File: config.mk
export PLATFORM = sky130hd
export DESIGN_NAME = lf_cfg_device_flat
export DESIGN_NICKNAME = d
export VERILOG_FILES = /design/src/rtl/lf_cfg_pkg.sv /design/src/rtl/lf_cfg_if.sv /design/src/rtl/lf_cfg_device.sv /design/src/rtl/pin_sync.sv /design/src/flat_wrapper.sv
export SDC_FILE = /design/constraint.sdc
export NUM_CORES = 1
export LEC_CHECK = 0
export BUFFER_PORTS_ARGS = -buffer_cell sky130_fd_sc_hd__buf_2
export CORE_ASPECT_RATIO = 1.75
export CORE_MARGIN = 5
export CORE_UTILIZATION = 45
export CTS_CLUSTER_DIAMETER = 60
export CTS_CLUSTER_SIZE = 8
export DETAILED_ROUTE_END_ITERATION = 7
export PLACE_DENSITY_LB_ADDON = 0.05
export SLEW_MARGIN = 10
export SYNTH_ARGS = -nofsm -noshare
export SYNTH_HDL_FRONTEND = slang
export SYNTH_SLANG_ARGS = --single-unit
File: constraint.sdc
create_clock -name mclk -period 3 [get_ports mclk]
set_clock_uncertainty 0.1 [all_clocks]
set_input_delay 0.75 -clock mclk [delete_from_list [all_inputs] [get_ports mclk]]
set_output_delay 0.75 -clock mclk [all_outputs]
set_load 0.01 [all_outputs]
File: src/rtl/lf_cfg_pkg.sv
// Constants shared by both ends of the serial configuration port.
// Assumes a 100 MHz system clock on each end.
package lf_cfg_pkg;
  localparam int CMD_BITS = 16;
  localparam int ADDR_BITS = 6;
  localparam int NUM_REGS = 14;
  localparam logic [1:0] MODE_WRITE = 2'h0;
  localparam logic [1:0] MODE_READ = 2'h1;
  localparam logic [1:0] MODE_BAD = 2'h2;
  localparam logic [1:0] MODE_DIRECT = 2'h3;
  localparam logic [5:0] DC_WAKE_RELEASE = 6'h00;
  localparam logic [5:0] DC_SIGNAL_STRENGTH_RESTART = 6'h01;
  localparam logic [5:0] DC_OSC_CAL = 6'h02;
  localparam logic [5:0] DC_ZERO_SPURIOUS = 6'h03;
  localparam logic [5:0] DC_FACTORY = 6'h04;
  localparam logic [5:0] ADDR_MAIN_CONFIG = 6'h00;
  localparam logic [5:0] ADDR_SIGNAL_STRENGTH = 6'h0A;
  localparam logic [5:0] ADDR_SPURIOUS_WAKEUP_COUNTER = 6'h0D;
  localparam logic [5:0] ADDR_LAST = 6'h0D;
  // Factory defaults, registers 0..13
  localparam logic [7:0] RESET_VALUE [NUM_REGS] = '{
    8'h00, 8'h03, 8'h00, 8'h20, 8'h10, 8'h69, 8'h96, 8'h0B,
    8'h00, 8'h00, 8'h00, 8'h00, 8'h00, 8'h00};
  // Host link timing
  localparam int CLK_MHZ = 100;
  localparam int LINK_MAX_KHZ = 2000;
  localparam int SCLK_HALF_CYCLES = (CLK_MHZ * 1000 + 2 * LINK_MAX_KHZ - 1) / (2 * LINK_MAX_KHZ);
  localparam int CS_GAP_CYCLES = SCLK_HALF_CYCLES;
  // Host Wishbone registers, byte addresses
  localparam logic [3:0] WB_CMD = 4'h0;
  localparam logic [3:0] WB_STATUS = 4'h4;
  localparam logic [3:0] WB_RDATA = 4'h8;
  localparam int ST_BUSY = 0;
  localparam int ST_DONE = 1;
endpackage : lf_cfg_pkg

File: src/rtl/lf_cfg_if.sv
// Link between host and configuration port.
// Assumes the host end qualifies the shared data-out wire with its enable.
interface lf_cfg_if;
  logic chipSel;
  logic sclk;
  logic sdIn;
  logic sdOut;
  logic sdOutEn;
  modport device (input chipSel, input sclk, input sdIn, output sdOut, output sdOutEn);
  modport host (output chipSel, output sclk, output sdIn, input sdOut, input sdOutEn);
endinterface : lf_cfg_if

File: src/rtl/lf_cfg_device.sv
// Configuration port end: command shifter, register file and direct command strobes.
// Assumes the host link pins are asynchronous to mclk.
// Behaviour
// - Host keeps serial clock at or below 2 MHz
// - Data output released while chip select low
// - Chip select high before shifting a command
// - Sixteen-bit word, most significant bit first
// - Serial input sampled on falling clock edge
// - Top two bits: write, read, direct; 10 forbidden
// - Bits 13..8 address registers 0 to 13
// - Last byte is register data
// - Chip select high-low-high abandons the command
// - Direct command uses code only, no data
// - Five direct command codes decoded
// - Wake release clears wake state
// - Signal strength restart resets measurement
// - Oscillator calibration command starts trimming
// - Zero spurious counter clears register 13
// - Factory command restores all register defaults
// - Host then clears main config bits 3:2
// - Write bursts auto-increment the address
// - Read shifts selected register out
// - Continued clocking reads successive registers
// - Strength restart does not end wake
// - Spurious counter increments on missing preamble
//
// Implementation choice: the Wishbone register port.
module lf_cfg_device
  import lf_cfg_pkg::*;
(
  input wire logic mclk,
  input wire logic srst,
  lf_cfg_if.device link,
  input wire logic [7:0] signalStrength,
  input wire logic spuriousEvent,
  input wire logic wakeUp,
  output logic wakeRelease,
  output logic signalStrengthRestart,
  output logic oscCalStart,
  output logic [NUM_REGS*8-1:0] configFlat
);
  typedef enum logic [1:0] {PH_HEAD, PH_DATA, PH_IGNORE} phase_t;

  logic csLevel;
  logic csRise;
  logic csFall;
  logic sclkRise;
  logic sclkFall;
  logic sdLevel;
  phase_t phase_q;
  logic [3:0] bitCnt_q;
  logic [7:0] head_q;
  logic [7:0] data_q;
  logic [1:0] mode_q;
  logic [5:0] addr_q;
  logic [7:0] regs_q [NUM_REGS];
  logic [7:0] outShift_q;
  logic sdOut_q;
  logic wakeRelease_q;
  logic restart_q;
  logic oscCal_q;
  logic wrStrobe;
  logic dcStrobe;
  logic zeroStrobe;
  logic factoryStrobe;
  logic [7:0] wrByte;
  logic [5:0] dcCode;
  logic [5:0] headAddr;
  logic [5:0] nextAddr;

  function automatic logic [7:0] readReg(input logic [5:0] a, input logic [7:0] strength,
                                         input logic [7:0] cur);
    if (a == ADDR_SIGNAL_STRENGTH) begin
      readReg = strength;
    end else if (a <= ADDR_LAST) begin
      readReg = cur;
    end else begin
      readReg = 8'h00;
    end
  endfunction

  // Data level lags one cycle behind the clock edge strobes; the host sets a bit half a period before its sampling edge
  pin_sync csSync (.mclk(mclk), .srst(srst), .pinIn(link.chipSel),
    .level(csLevel), .rise(csRise), .fall(csFall));
  pin_sync sclkSync (.mclk(mclk), .srst(srst), .pinIn(link.sclk),
    .level(), .rise(sclkRise), .fall(sclkFall));
  pin_sync sdSync (.mclk(mclk), .srst(srst), .pinIn(link.sdIn),
    .level(sdLevel), .rise(), .fall());

  // Command shifter; any chip select change restarts framing
  always_ff @(posedge mclk) begin
    if (srst || csRise || csFall || !csLevel) begin
      phase_q <= PH_HEAD;
      bitCnt_q <= 4'h0;
      head_q <= 8'h00;
      data_q <= 8'h00;
    end else if (sclkFall) begin
      if (phase_q == PH_HEAD) begin
        head_q <= {head_q[6:0], sdLevel};
        bitCnt_q <= bitCnt_q + 4'h1;
        if (bitCnt_q == 4'h7) begin
          bitCnt_q <= 4'h0;
          if (head_q[6:5] == MODE_DIRECT || head_q[6:5] == MODE_BAD) begin
            phase_q <= PH_IGNORE;
          end else begin
            phase_q <= PH_DATA;
          end
        end
      end else if (phase_q == PH_DATA) begin
        data_q <= {data_q[6:0], sdLevel};
        bitCnt_q <= (bitCnt_q == 4'h7) ? 4'h0 : bitCnt_q + 4'h1;
      end
    end
  end

  // Address counter runs past the last register; those bytes read zero
  always_ff @(posedge mclk) begin
    if (srst) begin
      mode_q <= MODE_WRITE;
      addr_q <= 6'h00;
    end else if (sclkFall && phase_q == PH_HEAD && bitCnt_q == 4'h7 && csLevel) begin
      mode_q <= head_q[6:5];
      addr_q <= headAddr;
    end else if (sclkFall && phase_q == PH_DATA && bitCnt_q == 4'h7 && csLevel) begin
      addr_q <= addr_q + 6'h01;
    end
  end

  // Address of the command head, and of the next byte in a burst
  assign headAddr = {head_q[4:0], sdLevel};
  assign nextAddr = addr_q + 6'h01;
  assign wrByte = {data_q[6:0], sdLevel};
  assign wrStrobe = sclkFall && csLevel && !csRise && phase_q == PH_DATA &&
                    bitCnt_q == 4'h7 && mode_q == MODE_WRITE;
  assign dcCode = {head_q[4:0], sdLevel};
  assign dcStrobe = sclkFall && csLevel && !csRise && phase_q == PH_HEAD &&
                    bitCnt_q == 4'h7 && head_q[6:5] == MODE_DIRECT;
  assign zeroStrobe = dcStrobe && dcCode == DC_ZERO_SPURIOUS;
  assign factoryStrobe = dcStrobe && dcCode == DC_FACTORY;

  // Register file
  // A write or a clear beats a counter event in the same cycle
  generate
    for (genvar i = 0; i < NUM_REGS; i++) begin : g_reg
      always_ff @(posedge mclk) begin
        if (srst || factoryStrobe) begin
          regs_q[i] <= RESET_VALUE[i];
        end else if (wrStrobe && addr_q == 6'(i)) begin
          regs_q[i] <= wrByte;
        end else if (i == int'(ADDR_SPURIOUS_WAKEUP_COUNTER) && zeroStrobe) begin
          regs_q[i] <= 8'h00;
        end else if (i == int'(ADDR_SPURIOUS_WAKEUP_COUNTER) && spuriousEvent) begin
          regs_q[i] <= regs_q[i] + 8'h01;
        end
      end
      assign configFlat[i*8 +: 8] = regs_q[i];
    end
  endgenerate

  // Direct command strobes, one cycle each
  always_ff @(posedge mclk) begin
    if (srst) begin
      wakeRelease_q <= 1'b0;
    end else begin
      wakeRelease_q <= dcStrobe && dcCode == DC_WAKE_RELEASE && wakeUp;
    end
  end

  always_ff @(posedge mclk) begin
    if (srst) begin
      restart_q <= 1'b0;
    end else begin
      restart_q <= dcStrobe && dcCode == DC_SIGNAL_STRENGTH_RESTART;
    end
  end

  always_ff @(posedge mclk) begin
    if (srst) begin
      oscCal_q <= 1'b0;
    end else begin
      oscCal_q <= dcStrobe && dcCode == DC_OSC_CAL;
    end
  end

  // Read shifter: load on the address edge, advance on rising edges
  always_ff @(posedge mclk) begin
    if (srst || !csLevel) begin
      outShift_q <= 8'h00;
      sdOut_q <= 1'b0;
    end else if (sclkFall && phase_q == PH_HEAD && bitCnt_q == 4'h7) begin
      outShift_q <= readReg(headAddr, signalStrength,
                            regs_q[headAddr <= ADDR_LAST ?
                                   4'(headAddr) : 4'h0]);
    end else if (sclkFall && phase_q == PH_DATA && bitCnt_q == 4'h7 && mode_q == MODE_READ) begin
      outShift_q <= readReg(nextAddr, signalStrength,
                            regs_q[nextAddr <= ADDR_LAST ?
                                   4'(nextAddr) : 4'h0]);
    end else if (sclkRise && phase_q == PH_DATA && mode_q == MODE_READ) begin
      sdOut_q <= outShift_q[7];
      outShift_q <= {outShift_q[6:0], 1'b0};
    end
  end

  assign link.sdOut = sdOut_q;
  // Enable follows the synchronised select, so release lags the pin by a few cycles
  assign link.sdOutEn = csLevel && phase_q == PH_DATA && mode_q == MODE_READ;
  assign wakeRelease = wakeRelease_q;
  assign signalStrengthRestart = restart_q;
  assign oscCalStart = oscCal_q;
endmodule // lf_cfg_device

File: src/rtl/pin_sync.sv
// Three-stage pin synchroniser; a change counts when stages two and three agree.
// Assumes an asynchronous input and srst on mclk.
module pin_sync (
  input wire logic mclk,
  input wire logic srst,
  input wire logic pinIn,
  output logic level,
  output logic rise,
  output logic fall
);
  logic [2:0] stage_q;
  logic level_q;

  always_ff @(posedge mclk) begin
    if (srst) begin
      stage_q <= 3'h0;
    end else begin
      stage_q <= {stage_q[1:0], pinIn};
    end
  end

  always_ff @(posedge mclk) begin
    if (srst) begin
      level_q <= 1'b0;
    end else if (stage_q[1] == stage_q[2]) begin
      level_q <= stage_q[2];
    end
  end

  assign level = level_q;
  assign rise = (stage_q[1] == stage_q[2]) && stage_q[2] && !level_q;
  assign fall = (stage_q[1] == stage_q[2]) && !stage_q[2] && level_q;
endmodule // pin_sync

File: src/flat_wrapper.sv
// flat-port wrapper written by rule: the top's interface ports become plain ports
module lf_cfg_device_flat import lf_cfg_pkg::*;
  (mclk, srst, signalStrength, spuriousEvent, wakeUp, wakeRelease, signalStrengthRestart, oscCalStart, configFlat, link_chipSel, link_sclk, link_sdIn, link_sdOut, link_sdOutEn);
  lf_cfg_if link_i ();
  input wire logic mclk;
  input wire logic srst;
  input wire logic [7:0] signalStrength;
  input wire logic spuriousEvent;
  input wire logic wakeUp;
  output logic wakeRelease;
  output logic signalStrengthRestart;
  output logic oscCalStart;
  output logic [NUM_REGS*8-1:0] configFlat;
  input wire logic [$bits(link_i.chipSel)-1:0] link_chipSel;
  input wire logic [$bits(link_i.sclk)-1:0] link_sclk;
  input wire logic [$bits(link_i.sdIn)-1:0] link_sdIn;
  output wire logic [$bits(link_i.sdOut)-1:0] link_sdOut;
  output wire logic [$bits(link_i.sdOutEn)-1:0] link_sdOutEn;
  assign link_i.chipSel = link_chipSel;
  assign link_i.sclk = link_sclk;
  assign link_i.sdIn = link_sdIn;
  assign link_sdOut = link_i.sdOut;
  assign link_sdOutEn = link_i.sdOutEn;
  lf_cfg_device u_core (.mclk(mclk), .srst(srst), .link(link_i), .signalStrength(signalStrength), .spuriousEvent(spuriousEvent), .wakeUp(wakeUp), .wakeRelease(wakeRelease), .signalStrengthRestart(signalStrengthRestart), .oscCalStart(oscCalStart), .configFlat(configFlat));
endmodule
# Word-level counts from Yosys, hierarchy flattened
# Memory sizes are Yosys's and may differ from the RTL's.
# Index checks and enable logic that the tools add are counted.
[word_totals]
mem_bits_rw = 112
ff_bits = 52
out_inout_bits = 117
mem_count = 1
[mem_list]
columns = ["memory", "depth", "word_bits", "rd", "rd_ports_with_merged_regs", "wr", "line_no", "rtl"]
rows = [
  ["u_core.regs_q", 14, 8, 16, 0, 14, "lf_cfg_device.sv:56", "logic [7:0] regs_q [NUM_REGS];"],
]
[op_classes]
bitwise_logic = 19
n_eq_ne = 27
n_addsub = 3
reduce_logical = 70
muxes = 84
magnitude_cmp = 2
[ops]
columns = ["operator", "n"]
rows = [
  ["$mux 8", 23],
  ["$mux 1", 53],
  ["$eq 6x4->1 const B", 8],
  ["$logic_and 1x1->1", 47],
  ["$eq 6x3->1 const B", 5],
  ["$eq 6x2->1 const B", 4],
  ["$mux 4", 5],
  ["$or 1x1->1", 16],
  ["$eq 6x1->1 const B", 2],
  ["$le 6x4->1 const B", 2],
  ["$logic_not 6->1", 2],
  ["$mux 6", 2],
  ["$reduce_and 3->1", 3],
  ["$add 8x1->8 const B", 1],
  ["$add 6x1->6 const B", 1],
  ["$logic_or 1x1->1", 6],
  ["$logic_not 1->1", 5],
  ["$add 4x1->4 const B", 1],
  ["$eq 2x1->1 const B", 2],
  ["$eq 2x2->1 const B", 2],
  ["$eq 4x3->1 const B", 1],
  ["$logic_not 2->1", 2],
  ["$reduce_and 2->1", 2],
  ["$reduce_bool 2->1", 2],
  ["4 further kinds", 8],
]

# Logic depth before layout (Yosys ltp)
[logic_depth]
ltp_word = 15
ltp_mapped = 13
mapped_depth_nobuf = 9

# By module
# Synthesis repeated with hierarchy kept, for this count alone.
[unflattened]
cells_unflattened = 970
area_unflattened_um2 = 9417.8
[by_module_without_submodules]
columns = ["mod", "instances", "area_each_um2", "cells_per_inst", "seq_area_each_um2"]
rows = [
  ["lf_cfg_device", 1, 8952.3, 925, 4164.0],
  ["pin_sync", 3, 155.1, 15, 80.1],
]

# Worst setup path before layout
# No wires, ideal clock.
[synth_path]
path_kind = "register -> register"
startpoint = "register u_core.addr_q[0]"
endpoint = "register u_core.outShift_q[6]"
path_stages_with_launch = 13
slack_ns = 0.310
setup_time_ns = 0.130
n_path_buf = 4
arrival_ns = 2.459
required_time_ns = 2.770
path_cell_list = "dfxtp_1 > buf_6 > inv_1 > clkbuf_1 > ha_1 > buf_2 > buf_1 > mux2i_1 > nand2_1 > o221ai_1 > nor3_1 > a2111oi_0 > nor4_1"
[synth_between]
elab_chain_cells = 8
elab_cells_between_ends = 9
[synth_rtl]
columns = ["element", "line_no", "rtl"]
rows = [
  ["from (decl)", "lf_cfg_device.sv:55", "logic [5:0] addr_q;"],
  ["from (signal assigned)", "lf_cfg_device.sv:123", "addr_q <= headAddr;"],
  ["from (signal assigned)", "lf_cfg_device.sv:125", "addr_q <= addr_q + 6'h01;"],
  ["$add 6x1->6 (*)", "lf_cfg_device.sv:131", "assign nextAddr = addr_q + 6'h01;"],
  ["$le 6x4->1", "lf_cfg_device.sv:75, lf_cfg_device.sv:196", ""],
  ["$mux 4", "lf_cfg_device.sv:196", "regs_q[nextAddr <= ADDR_LAST ?"],
  ["$mem_v2 14x8", "--", ""],
  ["$mux 8", "lf_cfg_device.sv:75", "end else if (a <= ADDR_LAST) begin"],
  ["$mux 8 (*)", "lf_cfg_device.sv:73", "if (a == ADDR_SIGNAL_STRENGTH) begin"],
  ["$mux 8 (*)", "lf_cfg_device.sv:194", "end else if (sclkFall && phase_q == PH_DATA && bitCnt_q == 4'h7 && mode_q == MODE_READ) begin"],
  ["$mux 8 (*)", "lf_cfg_device.sv:190", "end else if (sclkFall && phase_q == PH_HEAD && bitCnt_q == 4'h7) begin"],
  ["to (signal assigned)", "lf_cfg_device.sv:191", "outShift_q <= readReg(headAddr, signalStrength,"],
  ["to (signal assigned)", "lf_cfg_device.sv:195", "outShift_q <= readReg(nextAddr, signalStrength,"],
  ["to (signal assigned)", "lf_cfg_device.sv:200", "outShift_q <= {outShift_q[6:0], 1'b0};"],
  ["to (decl)", "lf_cfg_device.sv:57", "logic [7:0] outShift_q;"],
]
# Mark *: on every way between the ends. The rest lies on a longest branch, timed or not.
# A chain may end at the register's enable or synchronous reset.

# Final worst setup path
[layout_path]
startpoint = "register u_core.addr_q[1]"
endpoint = "register u_core.outShift_q[1]"
# The elaborated chain is that of the path after synthesis.

==> run_results.csv <==
group,metric,value,unit
yosys,synth-seq-cells,164,
clock_tree,clk_pin_slew_worst_paths,0.07,ns
timing,rsz0062_at_grt,"false",
hold_path,hold_start,"u_core.sdSync.stage_q[0]",
floorplan,die_w,118,µm
critical_path,ff2ff_path_depth,8,
routing,firstDrtPassIters,6,
pwr,total_power,5.17,mW
floorplan,start_util,45.4,%
yosys,yosysTopAreaCell,"edfxtp_1",
yosys,synth_flop_cell,"edfxtp_1",
critical_path,crit_family,"simple AND/OR/NAND/NOR gates",
grt,grt_max_degree,24,
routing,route.vias.total,8348,
pwr,irDropWorstVdd,391,µV
grt,grt_pass1_wl,54700,µm
yosys,async_flop_share,0,%
timing,tightest_slew,1.04,ns
finish,final_core_util,55.3,%
critical_path,worst_path_max_delay_cell,"dfxtp_2",
yosys,netlist_instances,913,
yosys,postSynthNetCount,937,
placement,gp_congestion,1.03,
critical_path,reg2reg_from,"u_core.addr_q[1]",
timing,max_freq,352,MHz
critical_path,slowest_delay,0.41,ns
yosys,synth_top_area_share,36.6,%
floorplan,die_h,199,µm
critical_path,worstPathRequired,3.24,ns
timing,finalHoldWorstSlack,0.348,ns
finish,drive_gt1_share,26.7,%
timing,period_minus_slack,2.84,ns
timing,hold_violations,0,
yosys,netlist_top_cells_area,"edfxtp_1 (37%), dfxtp_1 (11%), mux2i_1 (5.9%), and2_1 (5.9%), a21oi_1 (3.4%)",
clock_tree,tritoncts,"done",
floorplan,io_pins,132,
timing,worst_slack,0.162,ns
timing,setup_viol,0,
finish,layout.cells.non_filler,1348,
finish,stdcell_area,11200,µm²
clock_tree,clock-root-buffer,"clkbuf_16",
routing,drt_iter0_markers,779,
finish,nNetsFinal,1111,
critical_path,arrival,3.07,ns
critical_path,startpoint_type,"flip-flop",
run_status,outcome,"finished clean",
timing,slew_headroom,30.4,%
floorplan,die_area,23500,µm²
critical_path,critical_path_buf_inv_count,0,
floorplan,rows,69,
finish,area_delta_synth_final,21.7,%
yosys,synth-edff-count,112,
floorplan,core_area,20200,µm²
clock_tree,clkLatencyLatePin,0.44,ns
grt,overflow,0,
routing,drc,0,
placement,dp_hpwl,29000,µm
hold_path,hold_depth,1,
clock_tree,cts.sinks,164,
routing,routed_wl,37800,µm
grt,grt_antenna_before_repair,1,
pwr,power.density,463,nW/µm²
yosys,ys_warn_count,0,
clock_tree,htreeDepth,4,
critical_path,cp_cell_sequence,"ha_2 > and4_1 > nand3_2 > a21o_2 > nand2b_2 > nor3_1 > o311ai_1 > a221oi_2",
critical_path,r2r_end,"u_core.outShift_q[1]",
yosys,ys_seq_area_share,48.0,%
grt,track_usage,31.9,%
routing,post_drt_wl_per_cell,28.1,µm
grt,grt_pass1_vias,8427,
pwr,p_leak,3.99,nW
job,drv_cap,0,
critical_path,rrSetupSlack,0.16,ns
clock_tree,post_cts_buffers,0,
routing,vias_per_cell,6.19,
placement,port_buffers,131,
finish,insertedDiodeCount,0,
yosys,avgSynthCellArea,10.1,µm²
timing,post-route-period-util,94.6,%
placement,placed_cell_area,10500,µm²
critical_path,crit_type,"flip-flop to flip-flop",
yosys,ys_types,83,
timing,report.final.slew_viol_count,0,
clock_tree,ctsLongestPathBuffers,2,
critical_path,cp-end-kind,"flip-flop",
critical_path,crit_path_max_fanout,12,
hold_path,hold_class,"flip-flop to flip-flop",
clock_tree,cts_buffers,17,
routing,antenna_left,0,
yosys,syn_area,9180,µm²
placement,dp_slack,-0.163,ns
yosys,yosys-top-cells-count,"edfxtp_1 (112), and2_1 (86), nand2_1 (78)",
timing,finalSetupTns,0,ns
yosys,synth_most_common_cell,"edfxtp_1",
placement,dp.cells,1316,
hold_path,holdPathEnd,"u_core.sdSync.stage_q[1]",
[per-layer routing]
layer  part of all wire [%]  vias to the layer above  global-route usage (%)
met4                    7.6                        2                    22.4
met1                     35                     4067                    34.1
met3                    5.5                      130                    5.18
met5                  0.050                        -                       0
li1                       -                     3765                       -
met2                     52                      384                    57.2
[how the worst max path moves through the flow]
stage / from / to / slack (ns) / depth (start not counted)
after global routing: u_core.addr_q[1] / u_core.outShift_q[1] / 0.07 / 8
after global placement: u_core.addr_q[1] / u_core.outShift_q[1] / -0.11 / 8
final: u_core.addr_q[1] / u_core.outShift_q[1] / 0.16 / 8
after detailed placement: u_core.addr_q[1] / u_core.outShift_q[1] / -0.16 / 8
after floorplan: u_core.addr_q[0] / u_core.outShift_q[6] / 0.31 / 12
after CTS: u_core.addr_q[1] / u_core.outShift_q[1] / 0.08 / 8
[final cells by class]
cell class	count	area [µm²]
Clock buffer	24	536
Clock inverter	8	83.8
Fill cell	1901	9020
Inverter	12	45.0
Multi-Input combinational cell	675	4440
Sequential cell	164	4410
Tap cell	248	310
Timing Repair Buffer	217	1350
[repair_timing]
| action | in CTS | in global routing |
|---|---|---|
| hold buffers | 0 | 0 |
| cloned | 0 | 0 |
| endpoints found under the setup margin | 1 | 2 |
| gates resized for setup | 3 | 3 |
[state kept, by name, summed over array words and instances (netlist names), 3 cells and up]
signal	count
u_core.regs_q	112
u_core.outShift_q	8
u_core.head_q	7
u_core.bitCnt_q	4
u_core.addr_q	6
u_core.sclkSync.stage_q	3
u_core.csSync.stage_q	3
u_core.sdSync.stage_q	3
u_core.data_q	7
[kinds of logic (layout without fill, tap and decap cells)]
| group | after synthesis | in the layout | synth area share [%] |
|---|---|---|---|
| buffers and inverters | 74 | 261 | 3.80 |
| flip-flops | 164 | 164 | 48.0 |
| AND/OR/NAND/NOR | 345 | 345 | 20.2 |
| multiplexers | 67 | 67 | 7.60 |
| XOR/XNOR | 12 | 12 | 1.14 |
| AO/OA/AOI/OAI | 242 | 242 | 18.1 |
| adder cells (fa/ha/maj) | 9 | 9 | 1.23 |
[report_power, final]
part,internal (mW),switching [mW],total (mW)
Combinational,0.118,0.168,0.286
Sequential,2.49,0.105,2.59
Clock,1.35,0.946,2.29
Total,3.95,1.22,5.17
[worst register-to-register path: cells and delay by family, from the launching register on]
kind | cells | cell delay (ns)
simple gates | 4 | 1.08
compound gates | 3 | 0.86
flops | 1 | 0.41
fa+ha+maj | 1 | 0.29
[placed cells by master (no fill, tap or decap), types with 8 or more instances in the layout]
master     instances
edfxtp_1         112
and3_1             8
buf_4             82
mux2_2            12
and2_1            86
mux2i_1           54
a211oi_1          10
nor2b_1            8
dfxtp_1           50
nand2_1           78
buf_2            131
nor3_1            23
clkbuf_16         20
o211ai_1           8
inv_1             11
nand2b_1           8
ha_1               8
nor2_1            61
o221ai_1          10
nand3_1           22
a221oi_1          22
o21ai_0           51
a21oi_1           63
or3_1             15
a22o_1             8
o22ai_1           11
Note: power is estimated with default switching activity, not from simulation.
